==> config.mk <==
export PLATFORM = sky130hd
export DESIGN_NAME = smpu_cfg
export DESIGN_NICKNAME = d
export VERILOG_FILES = /design/src/smpu_pkg.sv /design/src/smpu_cfg.sv
export VERILOG_INCLUDE_DIRS = /design/src
export SDC_FILE = /design/constraint.sdc
export NUM_CORES = 1
export LEC_CHECK = 0
export BUFFER_PORTS_ARGS = -buffer_cell sky130_fd_sc_hd__buf_4
export CAP_MARGIN = 15
export CORE_UTILIZATION = 50
export DETAILED_ROUTE_END_ITERATION = 10
export HOLD_SLACK_MARGIN = 0.02
export PLACE_DENSITY = 0.75
export SETUP_SLACK_MARGIN = 0.05
export SLEW_MARGIN = 20
export SYNTH_ARGS = -nofsm -noshare
export SYNTH_HDL_FRONTEND = slang
export SYNTH_SLANG_ARGS = --single-unit
==> constraint.sdc <==
create_clock -name i_sys_clk -period 2.1 [get_ports i_sys_clk]
set_input_delay 0 -clock i_sys_clk [delete_from_list [all_inputs] [get_ports i_sys_clk]]
set_output_delay 0 -clock i_sys_clk [all_outputs]
set_load 0.03 [all_outputs]
==> src/smpu_map.svh <==
// Register offsets, field positions and reset values of the PWM configuration slice.
`ifndef SMPU_MAP_SVH
`define SMPU_MAP_SVH
`define SMPU_OFS_SYNC_U3      4'h0
`define SMPU_OFS_SYNC_U4      4'h1
`define SMPU_OFS_CLK_SEL      4'h2
`define SMPU_OFS_OUT_EN       4'h3
`define SMPU_OFS_OUT_POL      4'h4
`define SMPU_OFS_BLANK_MODE   4'h5
`define SMPU_SYNC_MASK        8'hE7
`define SMPU_CLK_MASK         8'h33
`define SMPU_OEN_MASK         8'h3F
`define SMPU_POL_MASK         8'h7F
`define SMPU_BLNK_MASK        8'h33
`define SMPU_OEN_MASK_U2      8'h03
`define SMPU_POL_MASK_U2      8'h43
`define SMPU_BIT_POFST        7
`define SMPU_BIT_PRPOL        6
`define SMPU_BIT_DCPOL        5
`define SMPU_BIT_POLIN        6
`define SMPU_RST_VAL          8'h00
`define SMPU_BLANK_NONE       2'h0
`define SMPU_BLANK_IMMED      2'h1
`define SMPU_SRC_FOSC         2'h0
`define SMPU_SRC_PLL          2'h1
`define SMPU_SRC_PIN          2'h2
`endif

==> src/smpu_pkg.sv <==
// Types shared by the PWM configuration slice.
package smpu_pkg;
    typedef enum logic [2:0] {
        SMPU_SYNC_OWN,
        SMPU_SYNC_U1,
        SMPU_SYNC_U2,
        SMPU_SYNC_U3,
        SMPU_SYNC_U4
    } smpu_sync_sel_t;
endpackage

==> src/smpu_cfg.sv <==
// Configuration, sync routing, clock prescaler and pin shaping of the PWM unit.
//
// Operation
// - Phase offset set: sync out from phase event, latch set by synced period event.
// - Phase offset clear: sync out from period event, latch set by phase event.
// - Period event invert bit inverts selected asynchronous period event inputs.
// - Duty event invert bit inverts selected asynchronous duty-cycle event inputs.
// - Sync select: 000 own period event, 001..100 sync out of unit one..four.
// - Prescaler field divides module clock by one, two, four or eight.
// - Clock source: 00 system clock, 01 PLL, 10 external pin, 11 reserved.
// - Output enable bit routes PWM onto pin, else pin goes back to port.
// - Unit two has only outputs A and B; other bits read zero.
// - Output polarity bit makes that PWM output active low.
// - Input polarity bit treats the external event input as active low.
// - Falling blank mode: 00 none, 01 immediate; 10 and 11 reserved.
// - Rising blank mode: 00 none, 01 immediate; 10 and 11 reserved.
// - Unimplemented bits read zero and ignore writes.
// - All implemented bits reset to zero on every reset.
// - While blanking, selected event sources cannot cause rising or falling events.
`timescale 1ns/1ps
`include "smpu_map.svh"

module smpu_cfg
    import smpu_pkg::*;
#(
    parameter int UNIT_NUM = 3
) (
    // Clock and reset.
    input  wire logic       i_sys_clk,
    input  wire logic       i_arst_n,
    // Register port.
    input  wire logic [3:0] i_addr,
    input  wire logic [7:0] i_wdata,
    input  wire logic       i_wr,
    input  wire logic       i_rd,
    output logic      [7:0] o_rdata,
    // Clock sources, sampled as enables on the system clock.
    input  wire logic       i_pll_clk_tick,
    input  wire logic       i_external_clock_pin,
    // Events from the time base and sync network.
    input  wire logic       i_period_evt,
    input  wire logic       i_phase_evt,
    input  wire logic [3:0] i_sync_out_units,
    input  wire logic       i_async_period_evt,
    input  wire logic       i_async_duty_evt,
    input  wire logic       i_external_event_input,
    input  wire logic       i_rise_blank_active,
    input  wire logic       i_fall_blank_active,
    input  wire logic [5:0] i_pwm_raw,
    // Results.
    output logic            o_sync_out,
    output logic            o_sync_in,
    output logic            o_latch_set,
    output logic            o_period_evt,
    output logic            o_duty_evt,
    output logic            o_ext_evt,
    output logic            o_rise_evt_allowed,
    output logic            o_fall_evt_allowed,
    output logic            o_tb_tick,
    output logic            o_tb_idle,
    output logic      [5:0] o_output_pin_enable,
    output logic      [5:0] o_pwm_pin
);

    ////////////////////////////////////////////////////////////////////////////
    // Registers.

    logic [7:0] sync_control_unit3_q;
    logic [7:0] sync_control_unit4_q;
    logic [7:0] clock_select_q;
    logic [7:0] output_enable_q;
    logic [7:0] output_polarity_q;
    logic [7:0] blanking_mode_q;
    logic [7:0] oen_mask;
    logic [7:0] pol_mask;

    // Unit two physically lacks outputs C to F, so those bits are masked away.
    assign oen_mask = (UNIT_NUM == 2) ? `SMPU_OEN_MASK_U2 : `SMPU_OEN_MASK;
    assign pol_mask = (UNIT_NUM == 2) ? `SMPU_POL_MASK_U2 : `SMPU_POL_MASK;

    // Writes store only implemented bits; reset clears all of them.
    always_ff @(posedge i_sys_clk or negedge i_arst_n) begin
        if (!i_arst_n) begin
            sync_control_unit3_q <= `SMPU_RST_VAL;
            sync_control_unit4_q <= `SMPU_RST_VAL;
            clock_select_q       <= `SMPU_RST_VAL;
            output_enable_q      <= `SMPU_RST_VAL;
            output_polarity_q    <= `SMPU_RST_VAL;
            blanking_mode_q      <= `SMPU_RST_VAL;
        end else if (i_wr) begin
            case (i_addr)
                `SMPU_OFS_SYNC_U3:    sync_control_unit3_q <= i_wdata & `SMPU_SYNC_MASK;
                `SMPU_OFS_SYNC_U4:    sync_control_unit4_q <= i_wdata & `SMPU_SYNC_MASK;
                `SMPU_OFS_CLK_SEL:    clock_select_q       <= i_wdata & `SMPU_CLK_MASK;
                `SMPU_OFS_OUT_EN:     output_enable_q      <= i_wdata & oen_mask;
                `SMPU_OFS_OUT_POL:    output_polarity_q    <= i_wdata & pol_mask;
                `SMPU_OFS_BLANK_MODE: blanking_mode_q      <= i_wdata & `SMPU_BLNK_MASK;
                default: begin
                end
            endcase
        end
    end

    // Read data stands one cycle after the strobe; unmapped offsets read zero.
    always_ff @(posedge i_sys_clk or negedge i_arst_n) begin
        if (!i_arst_n) begin
            o_rdata <= 8'h00;
        end else if (i_rd) begin
            case (i_addr)
                `SMPU_OFS_SYNC_U3:    o_rdata <= sync_control_unit3_q;
                `SMPU_OFS_SYNC_U4:    o_rdata <= sync_control_unit4_q;
                `SMPU_OFS_CLK_SEL:    o_rdata <= clock_select_q;
                `SMPU_OFS_OUT_EN:     o_rdata <= output_enable_q;
                `SMPU_OFS_OUT_POL:    o_rdata <= output_polarity_q;
                `SMPU_OFS_BLANK_MODE: o_rdata <= blanking_mode_q;
                default:              o_rdata <= 8'h00;
            endcase
        end else begin
            o_rdata <= 8'h00;
        end
    end

    ////////////////////////////////////////////////////////////////////////////
    // Synchronisation routing.

    logic [7:0] sync_reg;
    logic       phase_offset;
    logic [2:0] sync_sel;
    logic       sync_in_d;

    // Units three and four have their own sync register; others use unit three's layout.
    assign sync_reg     = (UNIT_NUM == 4) ? sync_control_unit4_q : sync_control_unit3_q;
    assign phase_offset = sync_reg[`SMPU_BIT_POFST];
    assign sync_sel     = sync_reg[2:0];

    // Reserved codes are not to be written; they fall back to the own period event.
    always_comb begin
        case (sync_sel)
            SMPU_SYNC_OWN: sync_in_d = i_period_evt;
            SMPU_SYNC_U1:  sync_in_d = i_sync_out_units[0];
            SMPU_SYNC_U2:  sync_in_d = i_sync_out_units[1];
            SMPU_SYNC_U3:  sync_in_d = i_sync_out_units[2];
            SMPU_SYNC_U4:  sync_in_d = i_sync_out_units[3];
            default:       sync_in_d = i_period_evt;
        endcase
    end

    // Sync out and latch set swap sources with the phase offset bit.
    always_ff @(posedge i_sys_clk or negedge i_arst_n) begin
        if (!i_arst_n) begin
            o_sync_out  <= 1'b0;
            o_sync_in   <= 1'b0;
            o_latch_set <= 1'b0;
        end else begin
            o_sync_in   <= sync_in_d;
            o_sync_out  <= phase_offset ? i_phase_evt : i_period_evt;
            o_latch_set <= phase_offset ? sync_in_d : i_phase_evt;
        end
    end

    ////////////////////////////////////////////////////////////////////////////
    // Event polarity and blanking.

    logic ext_evt_d;
    logic rise_blank_on;
    logic fall_blank_on;

    assign ext_evt_d     = i_external_event_input ^ output_polarity_q[`SMPU_BIT_POLIN];
    assign rise_blank_on = (blanking_mode_q[1:0] == `SMPU_BLANK_IMMED) && i_rise_blank_active;
    assign fall_blank_on = (blanking_mode_q[5:4] == `SMPU_BLANK_IMMED) && i_fall_blank_active;

    // Inversion is a plain XOR so the polarity bit takes effect on the next edge.
    always_ff @(posedge i_sys_clk or negedge i_arst_n) begin
        if (!i_arst_n) begin
            o_period_evt       <= 1'b0;
            o_duty_evt         <= 1'b0;
            o_ext_evt          <= 1'b0;
            o_rise_evt_allowed <= 1'b1;
            o_fall_evt_allowed <= 1'b1;
        end else begin
            o_period_evt       <= i_async_period_evt ^ sync_reg[`SMPU_BIT_PRPOL];
            o_duty_evt         <= i_async_duty_evt ^ sync_reg[`SMPU_BIT_DCPOL];
            o_ext_evt          <= ext_evt_d;
            o_rise_evt_allowed <= !rise_blank_on;
            o_fall_evt_allowed <= !fall_blank_on;
        end
    end

    ////////////////////////////////////////////////////////////////////////////
    // Clock source and prescaler.

    logic [1:0] clk_src;
    logic [1:0] clk_pre;
    logic       src_tick;
    logic       pin_q;
    logic [2:0] pre_cnt_q;
    logic [2:0] pre_last;
    logic       src_valid;

    assign clk_src   = clock_select_q[1:0];
    assign clk_pre   = clock_select_q[5:4];
    assign src_valid = (clk_src != 2'h3);
    assign pre_last  = 3'((4'h1 << clk_pre) - 4'h1);

    // The pin is compared with its last sample; a rising edge on it is one source tick.
    always_comb begin
        case (clk_src)
            `SMPU_SRC_FOSC: src_tick = 1'b1;
            `SMPU_SRC_PLL:  src_tick = i_pll_clk_tick;
            `SMPU_SRC_PIN:  src_tick = i_external_clock_pin && !pin_q;
            default:        src_tick = 1'b0;
        endcase
    end

    // Prescale counter; held at zero on the reserved source so no tick escapes.
    always_ff @(posedge i_sys_clk or negedge i_arst_n) begin
        if (!i_arst_n) begin
            pin_q     <= 1'b0;
            pre_cnt_q <= 3'h0;
            o_tb_tick <= 1'b0;
            o_tb_idle <= 1'b0;
        end else begin
            pin_q     <= i_external_clock_pin;
            o_tb_idle <= !src_valid;
            o_tb_tick <= 1'b0;
            if (!src_valid) begin
                pre_cnt_q <= 3'h0;
            end else if (src_tick) begin
                if (pre_cnt_q >= pre_last) begin
                    pre_cnt_q <= 3'h0;
                    o_tb_tick <= 1'b1;
                end else begin
                    pre_cnt_q <= pre_cnt_q + 3'h1;
                end
            end
        end
    end

    ////////////////////////////////////////////////////////////////////////////
    // Output pins.

    // Disabled pins hand over to the port; polarity applies only when enabled.
    always_ff @(posedge i_sys_clk or negedge i_arst_n) begin
        if (!i_arst_n) begin
            o_output_pin_enable <= 6'h00;
            o_pwm_pin           <= 6'h00;
        end else begin
            o_output_pin_enable <= output_enable_q[5:0];
            o_pwm_pin           <= (i_pwm_raw ^ output_polarity_q[5:0]) & output_enable_q[5:0];
        end
    end

    ////////////////////////////////////////////////////////////////////////////
    // Assertions.

    AST_SYNC_OUT_SRC: assert property (@(posedge i_sys_clk) disable iff (!i_arst_n)
        $past(phase_offset) |-> o_sync_out == $past(i_phase_evt))
        else $error("sync out not from phase event");
    AST_LATCH_SRC: assert property (@(posedge i_sys_clk) disable iff (!i_arst_n)
        !$past(phase_offset) |-> o_latch_set == $past(i_phase_evt))
        else $error("latch set not from phase event");
    AST_PERIOD_INV: assert property (@(posedge i_sys_clk) disable iff (!i_arst_n)
        o_period_evt == ($past(i_async_period_evt) ^ $past(sync_reg[`SMPU_BIT_PRPOL])))
        else $error("period event polarity wrong");
    AST_DUTY_INV: assert property (@(posedge i_sys_clk) disable iff (!i_arst_n)
        o_duty_evt == ($past(i_async_duty_evt) ^ $past(sync_reg[`SMPU_BIT_DCPOL])))
        else $error("duty event polarity wrong");
    AST_SYNC_U4: assert property (@(posedge i_sys_clk) disable iff (!i_arst_n)
        (sync_sel == 3'h4) |=> o_sync_in == $past(i_sync_out_units[3]))
        else $error("sync in not from unit four");
    // A new clock setting keeps the old prescale count, so only a held divide-by-eight setting is watched.
    AST_DIV8: assert property (@(posedge i_sys_clk) disable iff (!i_arst_n || clock_select_q[5:0] != 6'h30)
        (o_tb_tick && clk_src == `SMPU_SRC_FOSC && clk_pre == 2'h3 && $stable(clock_select_q))
        |=> !o_tb_tick [*7])
        else $error("divide by eight ticked early");
    AST_RESERVED_IDLE: assert property (@(posedge i_sys_clk) disable iff (!i_arst_n)
        !src_valid |=> !o_tb_tick && o_tb_idle)
        else $error("time base ran on reserved source");
    AST_PIN_OFF: assert property (@(posedge i_sys_clk) disable iff (!i_arst_n)
        !output_enable_q[0] |=> !o_pwm_pin[0] && !o_output_pin_enable[0])
        else $error("disabled pin still driven");
    AST_U2_ZERO: assert property (@(posedge i_sys_clk) disable iff (!i_arst_n)
        (UNIT_NUM == 2) |-> output_enable_q[5:2] == 4'h0)
        else $error("unit two has outputs above B");
    AST_RES_BITS: assert property (@(posedge i_sys_clk) disable iff (!i_arst_n)
        clock_select_q[7:6] == 2'h0 && clock_select_q[3:2] == 2'h0 && sync_control_unit3_q[4:3] == 2'h0)
        else $error("unimplemented bit stored");
    AST_BLANK: assert property (@(posedge i_sys_clk) disable iff (!i_arst_n)
        (blanking_mode_q[1:0] == 2'h1 && i_rise_blank_active) |=> !o_rise_evt_allowed)
        else $error("rising blank not applied");
    // Each check below looks one edge after its cause, matching the registered outputs.
    AST_FALL_BLANK: assert property (@(posedge i_sys_clk) disable iff (!i_arst_n)
        (blanking_mode_q[5:4] == `SMPU_BLANK_IMMED && i_fall_blank_active) |=> !o_fall_evt_allowed)
        else $error("falling blank not applied");
    AST_NO_RISE_BLANK: assert property (@(posedge i_sys_clk) disable iff (!i_arst_n)
        (blanking_mode_q[1:0] == `SMPU_BLANK_NONE) |=> o_rise_evt_allowed)
        else $error("rising event blanked with blanking off");
    AST_NO_FALL_BLANK: assert property (@(posedge i_sys_clk) disable iff (!i_arst_n)
        (blanking_mode_q[5:4] == `SMPU_BLANK_NONE) |=> o_fall_evt_allowed)
        else $error("falling event blanked with blanking off");
    AST_BLANK_OPEN: assert property (@(posedge i_sys_clk) disable iff (!i_arst_n)
        (!i_rise_blank_active && !i_fall_blank_active) |=> o_rise_evt_allowed && o_fall_evt_allowed)
        else $error("event blocked outside blanking window");
    AST_LATCH_SYNCED: assert property (@(posedge i_sys_clk) disable iff (!i_arst_n)
        $past(phase_offset) |-> o_latch_set == $past(sync_in_d))
        else $error("latch set not from synchronous period event");
    AST_SYNC_OUT_PRD: assert property (@(posedge i_sys_clk) disable iff (!i_arst_n)
        !$past(phase_offset) |-> o_sync_out == $past(i_period_evt))
        else $error("sync out not from period event");
    AST_SYNC_OWN: assert property (@(posedge i_sys_clk) disable iff (!i_arst_n)
        (sync_sel == 3'h0) |=> o_sync_in == $past(i_period_evt))
        else $error("sync in not from own period event");
    AST_SYNC_U1: assert property (@(posedge i_sys_clk) disable iff (!i_arst_n)
        (sync_sel == 3'h1) |=> o_sync_in == $past(i_sync_out_units[0]))
        else $error("sync in not from unit one");
    AST_SYNC_U2: assert property (@(posedge i_sys_clk) disable iff (!i_arst_n)
        (sync_sel == 3'h2) |=> o_sync_in == $past(i_sync_out_units[1]))
        else $error("sync in not from unit two");
    AST_SYNC_U3: assert property (@(posedge i_sys_clk) disable iff (!i_arst_n)
        (sync_sel == 3'h3) |=> o_sync_in == $past(i_sync_out_units[2]))
        else $error("sync in not from unit three");
    AST_EXT_LOW: assert property (@(posedge i_sys_clk) disable iff (!i_arst_n)
        output_polarity_q[`SMPU_BIT_POLIN] |=> o_ext_evt == !$past(i_external_event_input))
        else $error("event input not active low");
    AST_EXT_HIGH: assert property (@(posedge i_sys_clk) disable iff (!i_arst_n)
        !output_polarity_q[`SMPU_BIT_POLIN] |=> o_ext_evt == $past(i_external_event_input))
        else $error("event input not active high");
    AST_PIN_DRIVE: assert property (@(posedge i_sys_clk) disable iff (!i_arst_n)
        output_enable_q[0] |=> o_pwm_pin[0] == ($past(i_pwm_raw[0]) ^ $past(output_polarity_q[0])))
        else $error("enabled pin polarity wrong");
    AST_DIV1: assert property (@(posedge i_sys_clk) disable iff (!i_arst_n)
        (clk_src == `SMPU_SRC_FOSC && clk_pre == 2'h0) |=> o_tb_tick)
        else $error("divide by one missed a tick");
    AST_PLL_GATE: assert property (@(posedge i_sys_clk) disable iff (!i_arst_n)
        (clk_src == `SMPU_SRC_PLL && !i_pll_clk_tick) |=> !o_tb_tick)
        else $error("tick without a PLL source tick");
    AST_PIN_GATE: assert property (@(posedge i_sys_clk) disable iff (!i_arst_n)
        (clk_src == `SMPU_SRC_PIN && !i_external_clock_pin) |=> !o_tb_tick)
        else $error("tick without a clock pin edge");

endmodule

After elaboration in Yosys (flattened, before gate mapping)
Cells that the tools add are included.
Widths: inputs -> output; s select.
{ "op_classes": {"n_bitwise": 5, "reduce_logical": 15, "n_eq_ne": 15, "muxes": 12, "n_lt_le_gt_ge": 1, "addsub": 2, "n_shift": 1} }
{ "op_table": {"columns": ["cell", "count"], "rows": [
  ["$pmux 8 s6", 1],
  ["$reduce_and 2->1", 6],
  ["$mux 3", 3],
  ["$eq 4x2->1 const B", 2],
  ["$eq 4x3->1 const B", 2],
  ["$mux 8", 1],
  ["$and 6x6->6", 1],
  ["$eq 2x1->1 const B", 3],
  ["$eq 3x2->1 const B", 2],
  ["$xor 6x6->6", 1],
  ["$mux 1", 5],
  ["$eq 4x1->1 const B", 1],
  ["$logic_not 1->1", 4],
  ["$logic_not 4->1", 1],
  ["$ne 2x2->1 const B", 2],
  ["$pmux 1 s4", 1],
  ["$add 3x1->3 const B", 1],
  ["$eq 3x1->1 const B", 1],
  ["$eq 3x3->1 const B", 1],
  ["$ge 3x3->1", 1],
  ["$logic_and 1x1->1", 3],
  ["$pmux 1 s3", 1],
  ["$shl 1x2->3 const A", 1],
  ["$sub 3x1->3 const B", 1],
  ["other kinds (3)", 5]
]} }
{ "totals": {"register_bits": 67, "word_cells": 72} }

Depth between registers and ports, before layout
Gate-level depths: netlist (run 1).
{ "depth": {"depth_word": 6, "mapped_depth": 6, "mapped_depth_nobuf": 6} }

Worst setup path after synthesis (run 1)
Ideal clock, no wire load.
{ "synth_path": {"path_kind": "register to register", "startpoint": "register clock_select_q[5]", "endpoint": "register pre_cnt_q[2]", "n_path_buf": 0, "synth_period_minus_slack_ns": 1.571, "t_arrival_ns": 1.472, "setup_slack_ns": 0.529, "path_stages_with_launch": 7, "path_cell_list": "dfrtp_1 or2_2 ha_1 nor2b_1 o21ai_0 and2_1 a311oi_1"} }
{ "synth_between": {"elab_chain_len": 6} }
{ "synth_rtl": {"columns": ["element", "line", "rtl"], "rows": [
  ["from (decl)", "smpu_cfg.sv:70", "logic [7:0] clock_select_q;"],
  ["from (signal assigned)", "smpu_cfg.sv:86", "clock_select_q <= `SMPU_RST_VAL;"],
  ["from (signal assigned)", "smpu_cfg.sv:94", "`SMPU_OFS_CLK_SEL: clock_select_q <= i_wdata & `SMPU_CLK_MASK;"],
  ["$shl 1x2->3", "smpu_cfg.sv:203", "assign pre_last = 3'((4'h1 << clk_pre) - 4'h1);"],
  ["$sub 3x1->3", "smpu_cfg.sv:203", null],
  ["$ge 3x3->1", "smpu_cfg.sv:229", "if (pre_cnt_q >= pre_last) begin"],
  ["$mux 3", "smpu_cfg.sv:229", null],
  ["$mux 3", "smpu_cfg.sv:228", "end else if (src_tick) begin"],
  ["$mux 3", "smpu_cfg.sv:226", "if (!src_valid) begin"],
  ["to (signal assigned)", "smpu_cfg.sv:233", "pre_cnt_q <= pre_cnt_q + 3'h1;"],
  ["to (decl)", "smpu_cfg.sv:196", "logic [2:0] pre_cnt_q;"]
]} }
No other way between the ends. The select of a mux whose other input is x is not followed.
A chain may end at the register's enable or synchronous reset.

Final worst setup path (run 1)
Same ends and word-level chain as after synthesis.

==> results of run 1 <==
-- cells by family after synthesis --
kind of cell	count (synthesis)	share of synthesized area, %
DFF	67	59.1
adders and majority gates	4	1.76
buffers and inverters	10	1.67
and+or+nand+nor	49	10.1
muxes	48	19.9
xor gates and xnor gates	9	2.77
AOI/OAI and AO/OA	20	4.71
-- layer usage --
metal | vias up | global-route usage (%) | share of wire (%)
li1 | 927 | - | -
met1 | 970 | 27.2 | 43
met2 | 51 | 34.6 | 52
met3 | 12 | 4.00 | 2.8
met4 | 0 | 13.4 | 2.4
met5 | - | 0 | 0
-- cell type report --
type	count	area, µm²	share of cell area [%]
Inverter	6	22.5	0.591
Tap cell	72	90.1	2.36
Multi-Input combinational cell	130	1120	29.3
Clock inverter	2	10.0	0.263
Timing Repair Buffer	89	731	19.2
Clock buffer	14	163	4.27
Sequential cell	67	1680	44.1
-- tightest hold or removal path, stage by stage --
cell and delay (ns):
sky130_fd_sc_hd__buf_4 0.09, sky130_fd_sc_hd__nand2b_1 0.11, sky130_fd_sc_hd__nor2_1 0.12
-- synth_stat cells --
cell	count	area [µm²]
sky130_fd_sc_hd__xor2_1	9	78.8
sky130_fd_sc_hd__o21a_1	2	15.0
sky130_fd_sc_hd__nor3_2	1	10.0
sky130_fd_sc_hd__mux2i_1	9	90.1
sky130_fd_sc_hd__nand3_1	4	20.0
sky130_fd_sc_hd__nand4b_1	1	8.76
sky130_fd_sc_hd__nor3_1	1	5.00
sky130_fd_sc_hd__buf_2	2	10.0
sky130_fd_sc_hd__o22ai_1	6	37.5
sky130_fd_sc_hd__dfstp_2	2	52.6
sky130_fd_sc_hd__nand2_1	10	37.5
sky130_fd_sc_hd__nor3_4	1	16.3
sky130_fd_sc_hd__a22oi_1	1	7.51
sky130_fd_sc_hd__nand2b_1	3	18.8
sky130_fd_sc_hd__nor2b_1	4	25.0
sky130_fd_sc_hd__dfrtp_1	65	1630
sky130_fd_sc_hd__ha_1	4	50.1
sky130_fd_sc_hd__and3_1	1	6.26
sky130_fd_sc_hd__inv_1	6	22.5
sky130_fd_sc_hd__o32ai_2	1	16.3
sky130_fd_sc_hd__nand3b_1	3	22.5
sky130_fd_sc_hd__mux4_2	3	67.6
sky130_fd_sc_hd__a311oi_1	1	8.76
sky130_fd_sc_hd__mux2_4	1	15.0
sky130_fd_sc_hd__buf_4	2	15.0
sky130_fd_sc_hd__o22a_1	1	8.76
sky130_fd_sc_hd__nor2_2	2	12.5
sky130_fd_sc_hd__o21ai_0	4	20.0
sky130_fd_sc_hd__nor2_1	7	26.3
sky130_fd_sc_hd__or2_2	2	12.5
sky130_fd_sc_hd__a21oi_1	4	20.0
sky130_fd_sc_hd__nand4b_2	1	15.0
sky130_fd_sc_hd__or2_1	1	6.26
sky130_fd_sc_hd__mux2_2	35	394
sky130_fd_sc_hd__and2_1	7	43.8
-- metrics by stage --
stage,hold slack (ns),cell area (µm²)
5_1_grt,0.0485,3810
2_1_floorplan,-0.296,2840
4_1_cts,0.0248,3810
3_5_place_dp,0.119,3390
3_3_place_gp,0.119,3390
6_report,0.0251,3810
-- registers in the layout, summed over array words and instances, names as in the netlist, 3 cells and up --
name,cells
output_polarity_q,7
clock_select_q,4
sync_control_unit4_q,6
o_pwm_pin,6
o_output_pin_enable,6
sync_control_unit3_q,6
pre_cnt_q,3
output_enable_q,6
o_rdata,8
blanking_mode_q,4
-- repair_timing --
| item | in CTS | in global routing |
|---|---|---|
| hold endpoints to repair | 114 | 0 |
| resized for setup | 0 | 0 |
| hold buffers | 25 | 0 |
-- power by group --
part	switching, mW	internal [mW]
combinational	0.522	0.522
sequential	0.190	1.57
clock	0.441	0.490
total	1.15	2.58
-- placed cells by master, fill, tap and decap left out, types with 2 or more instances in the layout --
cell type                       count
sky130_fd_sc_hd__nor2b_1            4
sky130_fd_sc_hd__nand2b_1           3
sky130_fd_sc_hd__nor2_1             7
sky130_fd_sc_hd__buf_4             64
sky130_fd_sc_hd__nand3_1            4
sky130_fd_sc_hd__clkinv_2           2
sky130_fd_sc_hd__nand2_1           10
sky130_fd_sc_hd__mux2i_1            9
sky130_fd_sc_hd__or2_2              2
sky130_fd_sc_hd__dfstp_2            2
sky130_fd_sc_hd__ha_1               4
sky130_fd_sc_hd__dlygate4sd3_1     25
sky130_fd_sc_hd__xor2_1             9
sky130_fd_sc_hd__o22ai_1            6
sky130_fd_sc_hd__o21a_1             2
sky130_fd_sc_hd__inv_1              6
sky130_fd_sc_hd__nor2_2             2
sky130_fd_sc_hd__a21oi_1            4
sky130_fd_sc_hd__nand3b_1           3
sky130_fd_sc_hd__mux2_2            35
sky130_fd_sc_hd__and2_1             7
sky130_fd_sc_hd__o21ai_0            4
sky130_fd_sc_hd__clkbuf_8          11
sky130_fd_sc_hd__dfrtp_1           65
sky130_fd_sc_hd__clkbuf_1           3
sky130_fd_sc_hd__mux4_2             3
-- worst paths after layout --
kind                            cells after the start                            from                          endpoint
worst max-delay path                                6   clock_select_q[5]$_DFFE_PN0P_          pre_cnt_q[2]$_DFFE_PN0P_
worst min register to register                      0  output_enable_q[3]$_DFFE_PN0P_  o_output_pin_enable[3]$_DFF_PN0_
max in group asynchronous                           2                        i_arst_n              o_rdata[0]$_DFF_PN0_
min in group asynchronous                           2                        i_arst_n  o_output_pin_enable[4]$_DFF_PN0_
worst max register to register                      6   clock_select_q[5]$_DFFE_PN0P_          pre_cnt_q[2]$_DFFE_PN0P_
worst min-delay path                                3                            i_rd              o_rdata[4]$_DFF_PN0_
==> metrics.txt, run 1 <==
# TYPE chip_impl_metric gauge
chip_impl_info{name="status",value="finished, final reports clean"} 1
chip_impl_metric{name="number_of_slew_limit_violations_in_the_final_report",unit=""} 0
chip_impl_metric{name="dr_vias_cell",unit=""} 5.16
chip_impl_metric{name="numPlacedInstances",unit=""} 339
chip_impl_metric{name="grt_first_pass_wirelength",unit="µm"} 9580
chip_impl_metric{name="power_per_cell_area",unit="mW/mm²"} 980
chip_impl_metric{name="floorplan.rows",unit=""} 27
chip_impl_metric{name="post_synth_num_cell_types",unit=""} 35
chip_impl_info{name="critical_path.endpoint_type",value="flip-flop"} 1
chip_impl_metric{name="die_width",unit="µm"} 77.4
chip_impl_metric{name="setup_slack",unit="ns"} 0.418
chip_impl_metric{name="drt_drc",unit=""} 0
chip_impl_metric{name="yosys_warnings",unit=""} 0
chip_impl_metric{name="die-area",unit="mm²"} 0.00599
chip_impl_metric{name="io_buffer_count",unit=""} 64
chip_impl_metric{name="worstMarginPinSlew",unit="ns"} 0.833
chip_impl_metric{name="clock_edge_transition_at_the_registers_on_the_reported_setup_and_hold_paths",unit="ns"} 0.07
chip_impl_metric{name="final_core_util",unit="%"} 69.2
chip_impl_info{name="rsz0062_at_grt",value="no"} 1
chip_impl_metric{name="height_of_the_die",unit="µm"} 77.4
chip_impl_info{name="clock_tree.root_cell",value="sky130_fd_sc_hd__clkbuf_8"} 1
chip_impl_metric{name="power.total",unit="mW"} 3.74
chip_impl_metric{name="critical_path_peak_fanout",unit=""} 5
chip_impl_metric{name="layout.nets",unit=""} 342
chip_impl_metric{name="drv.max_cap_violation_count",unit=""} 0
chip_impl_metric{name="numCtsBuffers",unit=""} 9
chip_impl_metric{name="setup_violations",unit=""} 0
chip_impl_metric{name="ir_drop",unit="V"} 0.000519
chip_impl_metric{name="syn_nets",unit=""} 246
chip_impl_metric{name="drt.antenna.violating_nets",unit=""} 0
chip_impl_metric{name="grt_use_total",unit="%"} 21.6
chip_impl_metric{name="place_ws",unit="ns"} 0.416
chip_impl_metric{name="antenna_violations_before_repair",unit=""} 0
chip_impl_metric{name="number_of_buffer_and_inverter_stages_on_the_critical_path",unit=""} 0
chip_impl_metric{name="area_growth_syn_to_layout",unit="%"} 34.1
chip_impl_info{name="timing.critical_path.max_delay_family",value="simple AND/OR/NAND/NOR gates"} 1
chip_impl_metric{name="p_leak",unit="nW"} 1.81
chip_impl_metric{name="syn-mean-instance-area",unit="µm²"} 13.7
chip_impl_metric{name="drive_above_1_share",unit="%"} 40.9
chip_impl_metric{name="globalRoute.totalOverflow",unit=""} 0
chip_impl_metric{name="number_of_setup_buffers_added_after_cts",unit=""} 0
chip_impl_metric{name="ios",unit=""} 65
chip_impl_metric{name="post-route-period-util",unit="%"} 80.1
chip_impl_metric{name="finalNonFillerCells",unit=""} 380
chip_impl_metric{name="worst_slew_margin_rel",unit="%"} 44.5
chip_impl_metric{name="clock_path_buffers",unit=""} 2
chip_impl_metric{name="max_freq",unit="MHz"} 594
chip_impl_metric{name="vias_in_the_first_global_route",unit=""} 1959
chip_impl_metric{name="ys_seq_elements",unit=""} 67
chip_impl_info{name="cp_cell_sequence",value="or2_2, ha_1, nor2b_1, o21ai_0, and2_1, a311oi_1"} 1
chip_impl_metric{name="critPathMaxStageDelay",unit="ns"} 0.41
chip_impl_metric{name="cts.sinks",unit=""} 67
chip_impl_metric{name="fp.coreArea",unit="mm²"} 0.00551
chip_impl_metric{name="final_hold_fails",unit=""} 0
chip_impl_metric{name="worst_ep_required_time",unit="ns"} 2.34
chip_impl_metric{name="critPathArrivalTime",unit="ns"} 1.93
chip_impl_info{name="timing.critical_path.slowest_stage_cell",value="sky130_fd_sc_hd__dfrtp_1"} 1
chip_impl_metric{name="detailed_place_hpwl",unit="µm"} 3790
chip_impl_info{name="startpoint_type",value="flip-flop"} 1
chip_impl_metric{name="synthesis.instances",unit=""} 207
chip_impl_metric{name="layout_min_cycle_time",unit="ns"} 1.68
chip_impl_info{name="timing_worst_setup_path_type",value="flip-flop to flip-flop"} 1
chip_impl_metric{name="routed-via-count",unit=""} 1960
chip_impl_metric{name="synth.yosys.seq_area_share",unit="%"} 59.1
chip_impl_metric{name="clkLatencyLatePin",unit="ns"} 0.34
chip_impl_info{name="timing.hold.worst.class",value="input pin to flip-flop"} 1
chip_impl_metric{name="detailedRoute.firstIterationViolations",unit=""} 81
chip_impl_metric{name="syn_area",unit="mm²"} 0.00284
chip_impl_metric{name="routedWlPerCell",unit="µm"} 15.2
chip_impl_metric{name="number_of_levels_the_h_tree_was_split_into",unit=""} 3
chip_impl_metric{name="drtPass1Iterations",unit=""} 4
chip_impl_metric{name="gp_congestion",unit=""} 0.768
chip_impl_metric{name="insertedDiodeCount",unit=""} 0
chip_impl_metric{name="finClkSkew",unit="ns"} 0.00804
chip_impl_metric{name="setup.reg_to_reg.worst_slack",unit="ns"} 0.42
chip_impl_metric{name="final.fill_count",unit=""} 429
chip_impl_metric{name="route.final.wire_length",unit="µm"} 5780
chip_impl_metric{name="tns",unit="ns"} 0
chip_impl_metric{name="starting_density",unit="%"} 51.6
chip_impl_metric{name="grt_max_degree",unit=""} 68
chip_impl_info{name="cts_tree",value="built"} 1
No activity file was read; power rests on OpenSTA's default activity.
==> run 2: changes to the inputs <==
--- a/config.mk
+++ b/config.mk
@@ -8,7 +8,7 @@
 export LEC_CHECK = 0
 export BUFFER_PORTS_ARGS = -buffer_cell sky130_fd_sc_hd__buf_4
 export CAP_MARGIN = 15
-export CORE_UTILIZATION = 50
+export CORE_UTILIZATION = 48
 export DETAILED_ROUTE_END_ITERATION = 10
 export HOLD_SLACK_MARGIN = 0.02
 export PLACE_DENSITY = 0.75
==> constraint.sdc (replaced) <==
create_clock -name i_sys_clk -period 1.4 [get_ports i_sys_clk]
set_input_delay 0 -clock i_sys_clk [delete_from_list [all_inputs] [get_ports i_sys_clk]]
set_output_delay 0 -clock i_sys_clk [all_outputs]
set_load 0.03 [all_outputs]
==> metrics.txt, run 2 (synthesis gave the netlist of run 1 again) <==
# TYPE chip_impl_metric gauge
chip_impl_info{name="startpoint_type",value="flip-flop"} 1
chip_impl_info{name="clock_tree.root_cell",value="sky130_fd_sc_hd__clkbuf_8"} 1
chip_impl_metric{name="p_leak",unit="nW"} 1.89
chip_impl_metric{name="layout_min_cycle_time",unit="ns"} 1.44
chip_impl_info{name="most_common_cell_after_layout_fill_and_taps_aside",value="sky130_fd_sc_hd__buf_4"} 1
chip_impl_info{name="timing_worst_setup_path_type",value="flip-flop to flip-flop"} 1
chip_impl_info{name="registers.top_by_ff_count",value="o_rdata"} 1
chip_impl_metric{name="combinationalPowerShare",unit="%"} 30.3
chip_impl_info{name="cts_tree",value="built"} 1
chip_impl_metric{name="number_of_buffer_and_inverter_stages_on_the_critical_path",unit=""} 0
chip_impl_metric{name="final.fill_count",unit=""} 415
chip_impl_metric{name="route.final.wire_length",unit="µm"} 5920
chip_impl_metric{name="drtPass1Iterations",unit=""} 4
chip_impl_metric{name="drive_above_1_share",unit="%"} 47.0
chip_impl_metric{name="power_per_cell_area",unit="mW/mm²"} 1510
chip_impl_metric{name="setup.reg_to_reg.worst_slack",unit="ns"} -0.04
chip_impl_metric{name="multi_input_comb_area",unit="mm²"} 0.00117
chip_impl_metric{name="antenna_violations_before_repair",unit=""} 0
chip_impl_metric{name="die_width",unit="µm"} 79.0
chip_impl_metric{name="switching_power",unit="mW"} 1.89
chip_impl_metric{name="largest_reg_flops",unit=""} 8
chip_impl_metric{name="routed-via-count",unit=""} 2007
chip_impl_metric{name="io_buffer_count",unit=""} 64
chip_impl_metric{name="final_core_util",unit="%"} 70.9
chip_impl_metric{name="number_of_levels_the_h_tree_was_split_into",unit=""} 3
chip_impl_metric{name="number_of_slew_limit_violations_in_the_final_report",unit=""} 0
chip_impl_metric{name="die-area",unit="mm²"} 0.00623
chip_impl_metric{name="drt.antenna.violating_nets",unit=""} 0
chip_impl_metric{name="starting_density",unit="%"} 50.7
chip_impl_metric{name="layout.area.seq",unit="mm²"} 0.00168
chip_impl_metric{name="worst_ep_required_time",unit="ns"} 1.64
chip_impl_metric{name="finClkSkew",unit="ns"} 0.00447
chip_impl_metric{name="final_hold_fails",unit=""} 0
chip_impl_metric{name="area_growth_syn_to_layout",unit="%"} 39.9
chip_impl_metric{name="drt_drc",unit=""} 0
chip_impl_metric{name="ios",unit=""} 65
chip_impl_metric{name="worstMarginPinSlew",unit="ns"} 0.388
chip_impl_metric{name="insertedDiodeCount",unit=""} 0
chip_impl_metric{name="grt_use_total",unit="%"} 21.0
chip_impl_metric{name="max_freq",unit="MHz"} 692
chip_impl_metric{name="cellInternalPower",unit="mW"} 4.12
chip_impl_metric{name="height_of_the_die",unit="µm"} 79.0
chip_impl_metric{name="detailed_place_hpwl",unit="µm"} 4200
chip_impl_metric{name="grt_first_pass_wirelength",unit="µm"} 9600
chip_impl_metric{name="fp.coreArea",unit="mm²"} 0.00561
chip_impl_info{name="violations_in_the_final_reports",value="negative setup slack"} 1
chip_impl_metric{name="ir_drop",unit="V"} 0.000856
chip_impl_metric{name="clock_path_buffers",unit=""} 2
chip_impl_info{name="cp_cell_sequence",value="or2_4, ha_4, nor2b_2, o21ai_2, and2_4, a311oi_2"} 1
chip_impl_metric{name="drv.max_cap_violation_count",unit=""} 0
chip_impl_metric{name="routedWlPerCell",unit="µm"} 15.2
chip_impl_metric{name="setup_violations",unit=""} 4
chip_impl_metric{name="gp_congestion",unit=""} 0.746
chip_impl_info{name="mostFrequentLayoutCells",value="sky130_fd_sc_hd__buf_4 (75), sky130_fd_sc_hd__dfrtp_1 (65), sky130_fd_sc_hd__mux2_2 (35)"} 1
chip_impl_metric{name="tns",unit="ns"} -0.0852
chip_impl_metric{name="seq_power_share",unit="%"} 44.1
chip_impl_metric{name="critical_path_peak_fanout",unit=""} 3
chip_impl_info{name="status",value="complete, but fails checks"} 1
chip_impl_metric{name="detailedRoute.firstIterationViolations",unit=""} 77
chip_impl_info{name="timing.critical_path.max_delay_family",value="simple AND/OR/NAND/NOR gates"} 1
chip_impl_metric{name="dr_vias_cell",unit=""} 5.13
chip_impl_info{name="timing.hold.worst.class",value="input pin to flip-flop"} 1
chip_impl_metric{name="floorplan.rows",unit=""} 27
chip_impl_metric{name="setup_slack",unit="ns"} -0.0443
chip_impl_metric{name="critPathArrivalTime",unit="ns"} 1.69
chip_impl_info{name="timing.critical_path.slowest_stage_cell",value="sky130_fd_sc_hd__dfrtp_1"} 1
chip_impl_metric{name="layout.nets",unit=""} 353
chip_impl_metric{name="clkLatencyLatePin",unit="ns"} 0.33
chip_impl_metric{name="cts.sinks",unit=""} 67
chip_impl_info{name="rsz0062_at_grt",value="yes"} 1
chip_impl_info{name="critical_path.endpoint_type",value="flip-flop"} 1
chip_impl_metric{name="clock_edge_transition_at_the_registers_on_the_reported_setup_and_hold_paths",unit="ns"} 0.07
chip_impl_metric{name="share_clk_of_total_power",unit="%"} 25.6
chip_impl_metric{name="worst_slew_margin_rel",unit="%"} 74.1
chip_impl_metric{name="post-route-period-util",unit="%"} 103
chip_impl_metric{name="numCtsBuffers",unit=""} 9
chip_impl_metric{name="globalRoute.totalOverflow",unit=""} 0
chip_impl_info{name="biggestRegsByFlops",value="o_rdata x8, output_polarity_q x7"} 1
chip_impl_metric{name="vias_in_the_first_global_route",unit=""} 1969
chip_impl_metric{name="critPathMaxStageDelay",unit="ns"} 0.39
chip_impl_metric{name="grt_max_degree",unit=""} 45
chip_impl_metric{name="power.switching_fraction",unit="%"} 31.5
run 2: worst paths after layout:
kind / start / to / cells past startpoint
min in group asynchronous: i_arst_n / o_rdata[7]$_DFF_PN0_ / 2
max reg2reg: clock_select_q[4]$_DFFE_PN0P_ / pre_cnt_q[2]$_DFFE_PN0P_ / 6
max: clock_select_q[4]$_DFFE_PN0P_ / pre_cnt_q[2]$_DFFE_PN0P_ / 6
max in group asynchronous: i_arst_n / o_rise_evt_allowed$_DFF_PN1_ / 3
min reg2reg: output_enable_q[4]$_DFFE_PN0P_ / o_output_pin_enable[4]$_DFF_PN0_ / 0
min: i_rd / o_rdata[0]$_DFF_PN0_ / 3
run 2: tightest hold or removal path: stages:
cell,delay [ns]
sky130_fd_sc_hd__buf_4,0.12
sky130_fd_sc_hd__nand3_1,0.12
sky130_fd_sc_hd__o22ai_1,0.09
run 2: layer usage:
metal	part of all wire (%)	track usage (%)	vias to the layer above
met5	0	0	-
met4	2.2	9.82	0
met3	3.7	4.48	13
met2	50	35.3	53
met1	44	25.9	993
li1	-	-	948
run 2: power groups by stage:
| stage | clock network, mW | logic (mW) | registers [mW] |
|---|---|---|---|
| global placement | 0 | 1.57 | 2.66 |
| CTS | 1.58 | 1.70 | 2.65 |
| detailed placement | 0 | 1.61 | 2.68 |
| finish | 1.54 | 1.82 | 2.65 |
| global route | 1.66 | 1.96 | 2.70 |
| floorplan | 0 | 0.726 | 2.93 |
run 2: timing repair:
item                                    in CTS  in global routing
endpoints found under the setup margin       4                  5
hold buffers                                24                  0
resized for setup                            2                  6
gates cloned                                 0                  0
setup buffers                                0                  1
pin swaps                                    0                  0
hold endpoints to repair                   113                  0
run 2: cell type report:
cell class / instances / area share [%]
clock buffers: 9 / 3.11
multi-input cells: 130 / 29.4
repair buffers: 100 / 20.7
flip-flops and latches: 67 / 42.2
well taps: 72 / 2.26
inverters: 6 / 0.566
clock inverters: 7 / 1.73
run 2: stage by stage:
stage	instances	cell area, µm²	hold WS, ns	total power [mW]	setup WS, ns
floorplan	207	2860	-0.296	3.65	0.00389
global placement	350	3500	-0.0748	4.22	-0.0231
detailed placement	350	3500	-0.0711	4.29	-0.123
CTS	390	3940	0.0300	5.93	-0.0881
global route	391	3980	0.0450	6.32	-0.0982
finish	391	3980	0.0365	6.01	-0.0443
